[src/common/dmct_pkg.sv]
package dmct_pkg;

  // ---------------------------------------------------------------
  // operating modes and clock choices
  // ---------------------------------------------------------------
  typedef enum logic [1:0] {
    DMCT_MODE_13BIT   = 2'b00,
    DMCT_MODE_16BIT   = 2'b01,
    DMCT_MODE_RELOAD8 = 2'b10,
    DMCT_MODE_SPLIT8  = 2'b11
  } dmct_mode_t;

  // prescaled clock shared by the two classic timers
  typedef enum logic [1:0] {
    DMCT_DIV12 = 2'b00,
    DMCT_DIV4  = 2'b01,
    DMCT_DIV48 = 2'b10,
    DMCT_EXT8  = 2'b11
  } dmct_div_t;

  // alternate clock of the wide timers; code 11 falls back to div12
  typedef enum logic [1:0] {
    DMCT_ALT_DIV12 = 2'b00,
    DMCT_ALT_SRC_A = 2'b01,
    DMCT_ALT_SRC_B = 2'b10,
    DMCT_ALT_SPARE = 2'b11
  } dmct_alt_t;

  // software byte write targets
  typedef enum logic [3:0] {
    DMCT_SEL_T0L  = 4'h0,
    DMCT_SEL_T0H  = 4'h1,
    DMCT_SEL_T1L  = 4'h2,
    DMCT_SEL_T1H  = 4'h3,
    DMCT_SEL_T2L  = 4'h4,
    DMCT_SEL_T2H  = 4'h5,
    DMCT_SEL_T3L  = 4'h6,
    DMCT_SEL_T3H  = 4'h7,
    DMCT_SEL_T2RL = 4'h8,
    DMCT_SEL_T2RH = 4'h9,
    DMCT_SEL_T3RL = 4'hA,
    DMCT_SEL_T3RH = 4'hB
  } dmct_sel_t;

  // ---------------------------------------------------------------
  // carriers
  // ---------------------------------------------------------------
  typedef struct packed {
    logic       run;
    logic       count_select;
    logic       gate_enable;
    logic       gate_polarity;
    logic       fast_clock_select;
    logic       irq_enable;
    dmct_mode_t mode;
  } dmct_classic_cfg_t;

  typedef struct packed {
    logic      run;
    logic      split;
    logic      low_clock_select;
    logic      high_clock_select;
    dmct_alt_t alt_clock_select;
    logic      irq_enable;
  } dmct_wide_cfg_t;

  typedef struct packed {
    logic       en;
    dmct_sel_t  sel;
    logic [7:0] data;
  } dmct_write_t;

  typedef struct packed {
    logic       uart_baud;
    logic [3:0] smbus_clk;
    logic       smbus_timeout;
    logic       pca_clk;
    logic [2:0] adc_start;
  } dmct_route_t;

  // ---------------------------------------------------------------
  // constants
  // ---------------------------------------------------------------
  localparam logic [7:0]  DMCT_BYTE_RST  = 8'h00;
  localparam logic [7:0]  DMCT_BYTE_MAX  = 8'hFF;
  localparam logic [12:0] DMCT_MAX13     = 13'h1FFF;
  localparam logic [15:0] DMCT_MAX16     = 16'hFFFF;
  localparam logic [3:0]  DMCT_DIV12_LAST = 4'hB;
  localparam logic [3:0]  DMCT_DIV12_RST  = 4'h0;
  localparam logic [1:0]  DMCT_DIV4_LAST  = 2'h3;
  localparam logic [1:0]  DMCT_DIV4_RST   = 2'h0;
  localparam int          DMCT_PIN_COUNT  = 8;
  // pin vector positions
  localparam int DMCT_PIN_CNT0 = 0;
  localparam int DMCT_PIN_CNT1 = 1;
  localparam int DMCT_PIN_TIMER0_GATE_ENABLE = 2;
  localparam int DMCT_PIN_GATE1 = 3;
  localparam int DMCT_PIN_EXT8 = 4;
  localparam int DMCT_PIN_RTC8 = 5;
  localparam int DMCT_PIN_CMP0 = 6;
  localparam int DMCT_PIN_CMP1 = 7;
  // flag vector positions
  localparam int DMCT_FLAG_T0  = 0;
  localparam int DMCT_FLAG_T1  = 1;
  localparam int DMCT_FLAG_W_H = 2;
  localparam int DMCT_FLAG_W_L = 4;

endpackage

[src/dmct_timers.sv]
`timescale 1ns/1ps
// Function
// mode 0 counts 13 bits: high byte plus low byte bits 4..0
// 13-bit wrap sets overflow flag; interrupt when enabled
// count select high counts falling edges of the count pin
// count pin levels last two clocks; event rate at most quarter clock
// internal clock: system clock if fast select, else prescaled clock
// count only with run set and gate open per polarity
// setting run never clears or reloads the count
// timer 1 mirrors timer 0 with its own bits and gate input 1
// mode 1 counts all 16 bits, same control and flagging
// mode 2: low byte counts, reloads from high byte on wrap
// mode 3: timer 0 low byte is an 8-bit counter on timer 0 bits
// mode 3: timer 0 high byte uses timer 1 run and flag
// timer 0 in mode 3: timer 1 internal only, no flag, still routed
// timer 0 in mode 3: timer 1 runs in modes 0-2, stops in 3
// overflow routing to serial, bus clock, timeout and counter array
// wide high overflow: full 16-bit or high byte when split
// converter start: timer 0, wide high when 16-bit, low when split
// wide timers hold 16-bit counts with 16-bit and split reload
// wide clock sources: system, div 12, comparator, osc div 8
// osc div 8 is synchronised; system clock must be fast enough
// 16-bit wide modes clock from the low half's clock
// overflow flag raises interrupt only with its enable set
// prescaled clock is system div 12, 4, 48 or ext div 8
// half clock select: 1 system clock, 0 alternate source
// pins pass a two-flop synchroniser before edges and gating
// flags stay set until cleared; set wins over clear
module dmct_timers
  import dmct_pkg::*;
(
  input  wire logic              sys_clk_in,
  input  wire logic              rst_n_in,
  input  wire logic              timer0_count_pin_in,
  input  wire logic              timer1_count_pin_in,
  input  wire logic              gate_input0_in,
  input  wire logic              gate_input1_in,
  input  wire logic              ext_osc_div8_in,
  input  wire logic              rtc_osc_div8_in,
  input  wire logic              cmp0_in,
  input  wire logic              cmp1_in,
  input  wire dmct_classic_cfg_t timer0_cfg_in,
  input  wire dmct_classic_cfg_t timer1_cfg_in,
  input  wire dmct_wide_cfg_t    timer_n_cfg_in [2],
  input  wire dmct_div_t         divider_choice_in,
  input  wire dmct_write_t       sw_write_in,
  input  wire logic [5:0]        flag_clear_in,
  output logic [7:0]             timer0_low_byte_out,
  output logic [7:0]             timer0_high_byte_out,
  output logic [7:0]             timer1_low_byte_out,
  output logic [7:0]             timer1_high_byte_out,
  output logic [1:0][7:0]        timer_n_low_byte_out,
  output logic [1:0][7:0]        timer_n_high_byte_out,
  output logic [5:0]             flags_out,
  output logic [3:0]             irq_out,
  output dmct_route_t            route_out
);

  // ---------------------------------------------------------------
  // helpers
  // ---------------------------------------------------------------
  function automatic logic wr_hit(input dmct_write_t w,
                                  input dmct_sel_t s);
    return w.en && (w.sel == s);
  endfunction

  // returns {overflow, high, low}; split_ok low holds the count
  function automatic logic [16:0] classic_step(input dmct_mode_t m,
                                               input logic [7:0] h,
                                               input logic [7:0] l,
                                               input logic split_ok);
    logic [12:0] c13;
    logic [15:0] c16;
    logic [16:0] r;
    c13 = {h, l[4:0]} + 13'h0001;
    c16 = {h, l} + 16'h0001;
    r   = {1'b0, h, l};
    unique case (m)
      DMCT_MODE_13BIT:   r = {({h, l[4:0]} == DMCT_MAX13), c13[12:5],
                              l[7:5], c13[4:0]};
      DMCT_MODE_16BIT:   r = {({h, l} == DMCT_MAX16), c16};
      DMCT_MODE_RELOAD8: r = {(l == DMCT_BYTE_MAX), h,
                              (l == DMCT_BYTE_MAX) ? h : l + 8'h01};
      DMCT_MODE_SPLIT8:  r = split_ok ? {(l == DMCT_BYTE_MAX), h,
                                         l + 8'h01} : r;
    endcase
    return r;
  endfunction

  // ---------------------------------------------------------------
  // pin synchroniser and edges
  // ---------------------------------------------------------------
  logic [DMCT_PIN_COUNT-1:0] pin_raw;
  logic [DMCT_PIN_COUNT-1:0] pin_meta;
  logic [DMCT_PIN_COUNT-1:0] pin_sync;
  logic [DMCT_PIN_COUNT-1:0] pin_prev;
  logic [DMCT_PIN_COUNT-1:0] pin_fall;
  logic [DMCT_PIN_COUNT-1:0] pin_rise;

  assign pin_raw = {cmp1_in, cmp0_in, rtc_osc_div8_in, ext_osc_div8_in,
                    gate_input1_in, gate_input0_in,
                    timer1_count_pin_in, timer0_count_pin_in};

  // only pin_sync and pin_prev feed logic; pin_meta may be metastable
  always_ff @(posedge sys_clk_in or negedge rst_n_in) begin
    if (!rst_n_in) begin
      pin_meta <= '0;
      pin_sync <= '0;
      pin_prev <= '0;
    end else begin
      pin_meta <= pin_raw;
      pin_sync <= pin_meta;
      pin_prev <= pin_sync;
    end
  end

  assign pin_fall = pin_prev & ~pin_sync;
  assign pin_rise = ~pin_prev & pin_sync;

  // ---------------------------------------------------------------
  // prescaler
  // ---------------------------------------------------------------
  logic [3:0] div12_cnt;
  logic [1:0] div4_cnt;
  logic [1:0] div48_cnt;
  logic       tick12;
  logic       tick4;
  logic       tick48;
  logic       presc_tick;

  // div48 counts div12 ticks so the three rates stay phase aligned
  always_ff @(posedge sys_clk_in or negedge rst_n_in) begin
    if (!rst_n_in) begin
      div12_cnt <= DMCT_DIV12_RST;
      div4_cnt  <= DMCT_DIV4_RST;
      div48_cnt <= DMCT_DIV4_RST;
    end else begin
      div12_cnt <= tick12 ? DMCT_DIV12_RST : div12_cnt + 4'h1;
      div4_cnt  <= div4_cnt + 2'h1;
      if (tick12) begin
        div48_cnt <= div48_cnt + 2'h1;
      end
    end
  end

  assign tick12 = (div12_cnt == DMCT_DIV12_LAST);
  assign tick4  = (div4_cnt == DMCT_DIV4_LAST);
  assign tick48 = tick12 && (div48_cnt == DMCT_DIV4_LAST);
  assign presc_tick = (divider_choice_in == DMCT_DIV12) ? tick12 :
                      (divider_choice_in == DMCT_DIV4)  ? tick4  :
                      (divider_choice_in == DMCT_DIV48) ? tick48 :
                      pin_rise[DMCT_PIN_EXT8];

  // ---------------------------------------------------------------
  // classic timers: clocking and run control
  // ---------------------------------------------------------------
  logic [7:0]  t0_low;
  logic [7:0]  t0_high;
  logic [7:0]  t1_low;
  logic [7:0]  t1_high;
  logic        t0_split;
  logic        int_tick0;
  logic        int_tick1;
  logic        run0;
  logic        run1;
  logic        step0;
  logic        step1;
  logic        step0_high;
  logic [16:0] next_t0;
  logic [16:0] next_t1;
  logic        ovf0;
  logic        ovf1;
  logic        ovf0_high;

  assign t0_split  = (timer0_cfg_in.mode == DMCT_MODE_SPLIT8);
  assign int_tick0 = timer0_cfg_in.fast_clock_select | presc_tick;
  assign int_tick1 = timer1_cfg_in.fast_clock_select | presc_tick;
  // open gate: input level differs from the polarity bit
  assign run0 = timer0_cfg_in.run &&
                (!timer0_cfg_in.gate_enable ||
                 (pin_sync[DMCT_PIN_TIMER0_GATE_ENABLE] !=
                  timer0_cfg_in.gate_polarity));
  // while timer 0 is split, timer 1 runs on its mode alone
  assign run1 = t0_split ? (timer1_cfg_in.mode != DMCT_MODE_SPLIT8) :
                (timer1_cfg_in.run &&
                 (!timer1_cfg_in.gate_enable ||
                  (pin_sync[DMCT_PIN_GATE1] !=
                   timer1_cfg_in.gate_polarity)));
  assign step0 = run0 && (timer0_cfg_in.count_select ?
                          pin_fall[DMCT_PIN_CNT0] : int_tick0);
  assign step1 = run1 && ((timer1_cfg_in.count_select && !t0_split) ?
                          pin_fall[DMCT_PIN_CNT1] : int_tick1);
  assign step0_high = t0_split && timer1_cfg_in.run && int_tick0;

  assign next_t0 = classic_step(timer0_cfg_in.mode, t0_high, t0_low,
                                1'b1);
  assign next_t1 = classic_step(timer1_cfg_in.mode, t1_high, t1_low,
                                1'b0);
  assign ovf0      = step0 && next_t0[16];
  assign ovf1      = step1 && next_t1[16];
  assign ovf0_high = step0_high && (t0_high == DMCT_BYTE_MAX);

  // software loads win; counting resumes from the loaded value
  always_ff @(posedge sys_clk_in or negedge rst_n_in) begin
    if (!rst_n_in) begin
      t0_low  <= DMCT_BYTE_RST;
      t0_high <= DMCT_BYTE_RST;
      t1_low  <= DMCT_BYTE_RST;
      t1_high <= DMCT_BYTE_RST;
    end else begin
      if (wr_hit(sw_write_in, DMCT_SEL_T0L)) begin
        t0_low <= sw_write_in.data;
      end else if (step0) begin
        t0_low <= next_t0[7:0];
      end
      if (wr_hit(sw_write_in, DMCT_SEL_T0H)) begin
        t0_high <= sw_write_in.data;
      end else if (step0_high) begin
        t0_high <= t0_high + 8'h01;
      end else if (step0 && !t0_split) begin
        t0_high <= next_t0[15:8];
      end
      if (wr_hit(sw_write_in, DMCT_SEL_T1L)) begin
        t1_low <= sw_write_in.data;
      end else if (step1) begin
        t1_low <= next_t1[7:0];
      end
      if (wr_hit(sw_write_in, DMCT_SEL_T1H)) begin
        t1_high <= sw_write_in.data;
      end else if (step1) begin
        t1_high <= next_t1[15:8];
      end
    end
  end

  assign timer0_low_byte_out  = t0_low;
  assign timer0_high_byte_out = t0_high;
  assign timer1_low_byte_out  = t1_low;
  assign timer1_high_byte_out = t1_high;

  // ---------------------------------------------------------------
  // wide timers
  // ---------------------------------------------------------------
  logic [1:0] src_a;
  logic [1:0] src_b;
  logic [1:0] w_hi_ovf;
  logic [1:0] w_lo_ovf;
  logic [1:0] w_adc;

  assign src_a = {pin_rise[DMCT_PIN_EXT8], pin_rise[DMCT_PIN_RTC8]};
  assign src_b = {pin_rise[DMCT_PIN_CMP1], pin_rise[DMCT_PIN_CMP0]};

  for (genvar n = 0; n < 2; n++) begin : g_wide
    dmct_wide_cfg_t cfg;
    logic [7:0]  low;
    logic [7:0]  high;
    logic [7:0]  rl_low;
    logic [7:0]  rl_high;
    logic        alt_tick;
    logic        lo_tick;
    logic        hi_tick;
    logic        step16;
    logic        lo_step;
    logic        hi_step;
    logic        wrap16;
    logic        lo_wrap;
    logic        hi_wrap;
    logic [15:0] next_count;
    logic [7:0]  next_low;
    logic [7:0]  next_high;
    dmct_sel_t   sel_l;
    dmct_sel_t   sel_h;
    dmct_sel_t   sel_rl;
    dmct_sel_t   sel_rh;

    assign cfg    = timer_n_cfg_in[n];
    assign sel_l  = (n == 0) ? DMCT_SEL_T2L : DMCT_SEL_T3L;
    assign sel_h  = (n == 0) ? DMCT_SEL_T2H : DMCT_SEL_T3H;
    assign sel_rl = (n == 0) ? DMCT_SEL_T2RL : DMCT_SEL_T3RL;
    assign sel_rh = (n == 0) ? DMCT_SEL_T2RH : DMCT_SEL_T3RH;

    // clock tree of one wide timer
    assign alt_tick = (cfg.alt_clock_select == DMCT_ALT_SRC_A) ? src_a[n] :
                      (cfg.alt_clock_select == DMCT_ALT_SRC_B) ? src_b[n] :
                      tick12;
    assign lo_tick = cfg.low_clock_select | alt_tick;
    assign hi_tick = cfg.high_clock_select | alt_tick;

    // whole count clocks from the low half's source when not split
    assign step16  = !cfg.split && cfg.run && lo_tick;
    assign lo_step = cfg.split && lo_tick;
    assign hi_step = cfg.split && cfg.run && hi_tick;
    assign wrap16  = ({high, low} == DMCT_MAX16);
    assign lo_wrap = (low == DMCT_BYTE_MAX);
    assign hi_wrap = (high == DMCT_BYTE_MAX);
    assign next_count = wrap16 ? {rl_high, rl_low} :
                        {high, low} + 16'h0001;
    assign next_low  = lo_wrap ? rl_low : low + 8'h01;
    assign next_high = hi_wrap ? rl_high : high + 8'h01;
    assign w_hi_ovf[n] = cfg.split ? (hi_step && hi_wrap) :
                         (step16 && wrap16);
    assign w_lo_ovf[n] = cfg.split ? (lo_step && lo_wrap) :
                         (step16 && lo_wrap);
    assign w_adc[n] = cfg.split ? w_lo_ovf[n] : w_hi_ovf[n];

    always_ff @(posedge sys_clk_in or negedge rst_n_in) begin
      if (!rst_n_in) begin
        low     <= DMCT_BYTE_RST;
        high    <= DMCT_BYTE_RST;
        rl_low  <= DMCT_BYTE_RST;
        rl_high <= DMCT_BYTE_RST;
      end else begin
        if (wr_hit(sw_write_in, sel_rl)) begin
          rl_low <= sw_write_in.data;
        end
        if (wr_hit(sw_write_in, sel_rh)) begin
          rl_high <= sw_write_in.data;
        end
        if (wr_hit(sw_write_in, sel_l)) begin
          low <= sw_write_in.data;
        end else if (step16) begin
          low <= next_count[7:0];
        end else if (lo_step) begin
          low <= next_low;
        end
        if (wr_hit(sw_write_in, sel_h)) begin
          high <= sw_write_in.data;
        end else if (step16) begin
          high <= next_count[15:8];
        end else if (hi_step) begin
          high <= next_high;
        end
      end
    end

    assign timer_n_low_byte_out[n]  = low;
    assign timer_n_high_byte_out[n] = high;
  end

  // ---------------------------------------------------------------
  // flags, interrupts and routing
  // ---------------------------------------------------------------
  logic [5:0]  flag_set;
  logic [3:0]  next_irq;
  dmct_route_t next_route;

  // timer 1 sets its flag only while timer 0 is not split
  assign flag_set = {w_lo_ovf, w_hi_ovf,
                     t0_split ? ovf0_high : ovf1,
                     ovf0};
  assign next_irq = {timer_n_cfg_in[1].irq_enable &
                     flags_out[DMCT_FLAG_W_H+1],
                     timer_n_cfg_in[0].irq_enable &
                     flags_out[DMCT_FLAG_W_H],
                     timer1_cfg_in.irq_enable & flags_out[DMCT_FLAG_T1],
                     timer0_cfg_in.irq_enable &
                     flags_out[DMCT_FLAG_T0]};
  assign next_route.uart_baud     = ovf1;
  assign next_route.smbus_clk     = {w_lo_ovf[0], w_hi_ovf[0], ovf1, ovf0};
  assign next_route.smbus_timeout = w_hi_ovf[1];
  assign next_route.pca_clk       = ovf0;
  assign next_route.adc_start     = {w_adc[1], w_adc[0], ovf0};

  // a set in the clearing cycle wins so no overflow is lost
  always_ff @(posedge sys_clk_in or negedge rst_n_in) begin
    if (!rst_n_in) begin
      flags_out <= '0;
      irq_out   <= '0;
      route_out <= '0;
    end else begin
      flags_out <= flag_set | (flags_out & ~flag_clear_in);
      irq_out   <= next_irq;
      route_out <= next_route;
    end
  end
endmodule

[config.mk]
export PLATFORM = sky130hd
export DESIGN_NAME = dmct_timers
export DESIGN_NICKNAME = d
export VERILOG_FILES = /design/src/common/dmct_pkg.sv /design/src/dmct_timers.sv
export SDC_FILE = /design/constraint.sdc
export NUM_CORES = 1
export LEC_CHECK = 0
export BUFFER_PORTS_ARGS = -buffer_cell sky130_fd_sc_hd__buf_2
export CAP_MARGIN = 20
export CELL_PAD_IN_SITES_DETAIL_PLACEMENT = 0
export CELL_PAD_IN_SITES_GLOBAL_PLACEMENT = 1
export CORE_MARGIN = 4
export CORE_UTILIZATION = 30
export CTS_BUF_LIST = sky130_fd_sc_hd__clkbuf_4
export DETAILED_ROUTE_END_ITERATION = 16
export PLACE_DENSITY = 0.68
export SYNTH_ARGS = -nofsm -noshare
export SYNTH_HDL_FRONTEND = slang
export SYNTH_SLANG_ARGS = --single-unit
[constraint.sdc]
create_clock -name sys_clk_in -period 6.4 [get_ports sys_clk_in]
set_clock_uncertainty 0.15 [all_clocks]
set_input_delay 0.64 -clock sys_clk_in [delete_from_list [all_inputs] [get_ports sys_clk_in]]
set_output_delay 0.64 -clock sys_clk_in [all_outputs]
set_load 0.01 [all_outputs]
==> results.md <==
* Commonest cells after routing, fill and taps aside: dfrtp_1 (143), buf_2 (143), nor2_1 (95), nand2_1 (95), o21ai_0 (73)
* Largest net degree at the start of global routing at 78
* Setup CP Type: reg2reg
* Post-synth EDFFs at 0
* DP Area at 9380 um^2
* PnR worst setup slack at 3.68 ns
* Internal power at 1890 uW
* CP Capture Type: flip-flop
* Tcrit/Tclk final at 42.5%
* Post-Syn Instances at 916
* Gpl congestion at 0.823
* Clock sink total at 143
* Final worst path period need at 2.72 ns
* Resize count post-CTS at 0
* Remaining antenna violation count at 0
* Post-synth ARST share at 100%
* TritonRoute pass-1 iters at 5
* Max Clk Rate at 367 MHz
* DIE AREA at 30500 um^2
* Initial antenna violation count at 3
* Root buf cell: clkbuf_4
* CTS hold repair buffers at 9
* Vias in the first global route at 7469
* Die W at 175 um
* Crit path max fanout at 14
* Worst path required time at 6.70 ns
* TritonCTS clock tree: done
* Met2 GRT Util at 28.7%
* Worst skew pair latency at 0.56 ns
* Wirelength per Cell at 18.8 um
* Total gr overflow at 0
* Main synth FF type: dfrtp_1
* Nets@finish at 1117
* Total Wirelength at 27000 um
* Max-cap viol count at 0
* Syn Area/Cell at 9.10 um^2
* Hold Crit Class: in2reg
* Layout cells sized above 1 at 23.3%
* Switch Pwr at 1250 uW
* Busiest grt layer: met2
* Fin area at 9790 um^2
* Non-filler cells, final at 1432
* Combinational share of power at 32.2%
* First-pass GRT wire length at 42900 um
* Netlist cell types at 81
* Total number of vias at 7626
* Clock slew at reported path FFs at 0.13 ns
* Num CTS Buffers at 17
* Tightest Pin Transition at 1.06 ns
* Register area share after synthesis at 42.9%
* Ports at 145
* Core outline area at 27200 um^2
* Port Buf Inserts at 144
* Area Growth Syn to Fin at 17.4%
* Slew HR at 28.9%
* RSZ-0062 raised after global routing: no
* Final core utilization at 36.0%
* Post-Route Setup TNS at 0 ns
* Part of the total power dissipated in the clock network at 21.6%
* Final hold vios at 0
* Register Area at 3580 um^2
* Max-slew violation count at 0
* Met3 Usage GRT at 3.59%
* Power Density at 320 nW/um^2
* FP Rows at 60
* CTS max path bufs at 2
* Met1 usage at 23.9%
* Setup Viol. Count Final at 0
* DRC Markers at 0
* Vias per cell at 5.33
* Post-DP HPWL at 18900 um
* H-tree levels at 4
* Mapped Area at 8340 um^2
* VDD IR max at 0.112 mV
* Arrival time at the worst endpoint at 3.02 ns
* Starting density of the core at 30.7%
* Total Routing Usage GR at 17.6%
* Register share of total power at 46.2%
* # placed instances at 1390
* Fill cells at 2875
* Ys Warns at 0
* 1st-iter DRT viols at 426
* Critical path launch point type: flip-flop
* Multi-input gate area at 4480 um^2
* Die height at 175 um
* Sw Share at 39.8%
* Status: finished, final reports clean
* Post-Place Setup Slack at 3.50 ns
* Register bit total from synthesis at 143
* Number of setup buffers added after CTS at 0
* Syn_nets at 987
* Lkg Pwr at 0.00414 uW
[state kept, by name (all words and copies together), names as in the netlist]
| signal | flops |
|---|---|
| timer0_high_byte_out | 8 |
| g_wide.high | 16 |
| route_out | 7 |
| timer1_low_byte_out | 8 |
| pin_prev | 6 |
| div48_cnt | 2 |
| g_wide.rl_high | 16 |
| div12_cnt | 4 |
| timer1_high_byte_out | 8 |
| pin_sync | 8 |
| timer0_low_byte_out | 8 |
| pin_meta | 8 |
| div4_cnt | 2 |
| flags_out | 6 |
| g_wide.rl_low | 16 |
| g_wide.low | 16 |
| irq_out | 4 |
[cells in the mapped netlist, drive strengths merged, types with 3 or more instances]
library cell | number | area, um^2
a21oi | 57 | 285
and4 | 9 | 78.8
nor4b | 4 | 47.6
or3 | 9 | 56.3
o21ai | 77 | 385
nor3 | 18 | 90.1
and2 | 7 | 43.8
a31oi | 27 | 169
xor2 | 9 | 78.8
a21o | 8 | 60.1
nor4 | 9 | 56.3
and3 | 10 | 62.6
nand2 | 95 | 357
nand2b | 9 | 56.3
a41oi | 6 | 52.6
nand4 | 13 | 87.6
o31ai | 12 | 90.1
a2111oi | 4 | 60.1
dfrtp | 143 | 3580
mux2i | 16 | 160
nor2 | 96 | 368
a22oi | 3 | 22.5
o211ai | 17 | 138
buf | 13 | 76.3
o22ai | 12 | 75.1
clkbuf | 35 | 131
a211oi | 14 | 105
nand3b | 4 | 42.5
a31o | 5 | 43.8
ha | 10 | 125
mux2 | 36 | 405
nor3b | 3 | 27.5
inv | 21 | 78.8
nand3 | 25 | 125
o21a | 5 | 37.5
nor2b | 5 | 31.3
or2 | 7 | 46.3
xnor2 | 28 | 245
[metrics by stage]
| stage | power, uW | hold WS [ns] |
|---|---|---|
| after global routing | 3370 | 0.0325 |
| after detailed placement | 2470 | 0.186 |
| final | 3130 | 0.102 |
| after CTS | 3180 | 0.0326 |
| after global placement | 2460 | 0.183 |
| after floorplan | 2040 | 0.181 |
[power groups by stage]
stage	clock, uW	combinational, uW	sequential [uW]
global route	746	1140	1490
CTS	710	1020	1450
finish	678	1010	1450
floorplan	0	643	1400
global placement	0	999	1460
detailed placement	0	1010	1460
[area by class of cell]
class                      count  area share [%]
antenna                        2          0.0511
clock inverter                13            1.92
timing repair buffer         159            8.80
clock buffer                  18            1.38
sequential                   143            36.5
inverter                      21           0.805
tap                          372            4.75
multi-input combinational    704            45.8
[worst max-delay path: stages (launching register included)]
cell and delay (ns):
dfrtp_1 0.40, ha_1 0.27, nand3b_4 0.16, nor3_1 0.46, o32ai_2 0.16, buf_4 0.22
a21oi_1 0.43, mux2i_1 0.27, o21ai_0 0.09
[routing by layer]
metal,part of all wire [%],vias to the layer above
li1,-,3644
met1,46,3748
met2,48,196
met3,4.6,34
met4,1.7,4
met5,0.052,-
[cells by family (layout without fill, tap and decap cells)]
kind of cell / count (synthesis) / in the layout / share of synthesized area [%]
compound gates: 272 / 272 / 21.4
simple gates: 333 / 333 / 20.1
fa+ha+maj: 10 / 10 / 1.50
xor+xnor: 37 / 37 / 3.89
flops: 143 / 143 / 42.9
buf+inv: 69 / 211 / 3.44
mux: 52 / 52 / 6.78
other cells: 0 / 2 / 0
[path summary, 6_finish.rpt]
check	cells past startpoint	from	slack (ns)	endpoint
min in group asynchronous	2	rst_n_in	0.52	irq_out[0]$_DFF_PN0_
setup / recovery	8	div12_cnt[0]$_DFF_PN0_	3.68	timer1_low_byte_out[2]$_DFFE_PN0P_
setup reg to reg	8	div12_cnt[0]$_DFF_PN0_	3.68	timer1_low_byte_out[2]$_DFFE_PN0P_
hold reg to reg	0	pin_meta[2]$_DFF_PN0_	0.19	pin_sync[2]$_DFF_PN0_
max in group asynchronous	3	rst_n_in	4.15	g_wide[0].high[3]$_DFFE_PN0P_
hold / removal	2	flag_clear_in[4]	0.10	flags_out[4]$_DFF_PN0_
(Power assumes the default switching activity.)
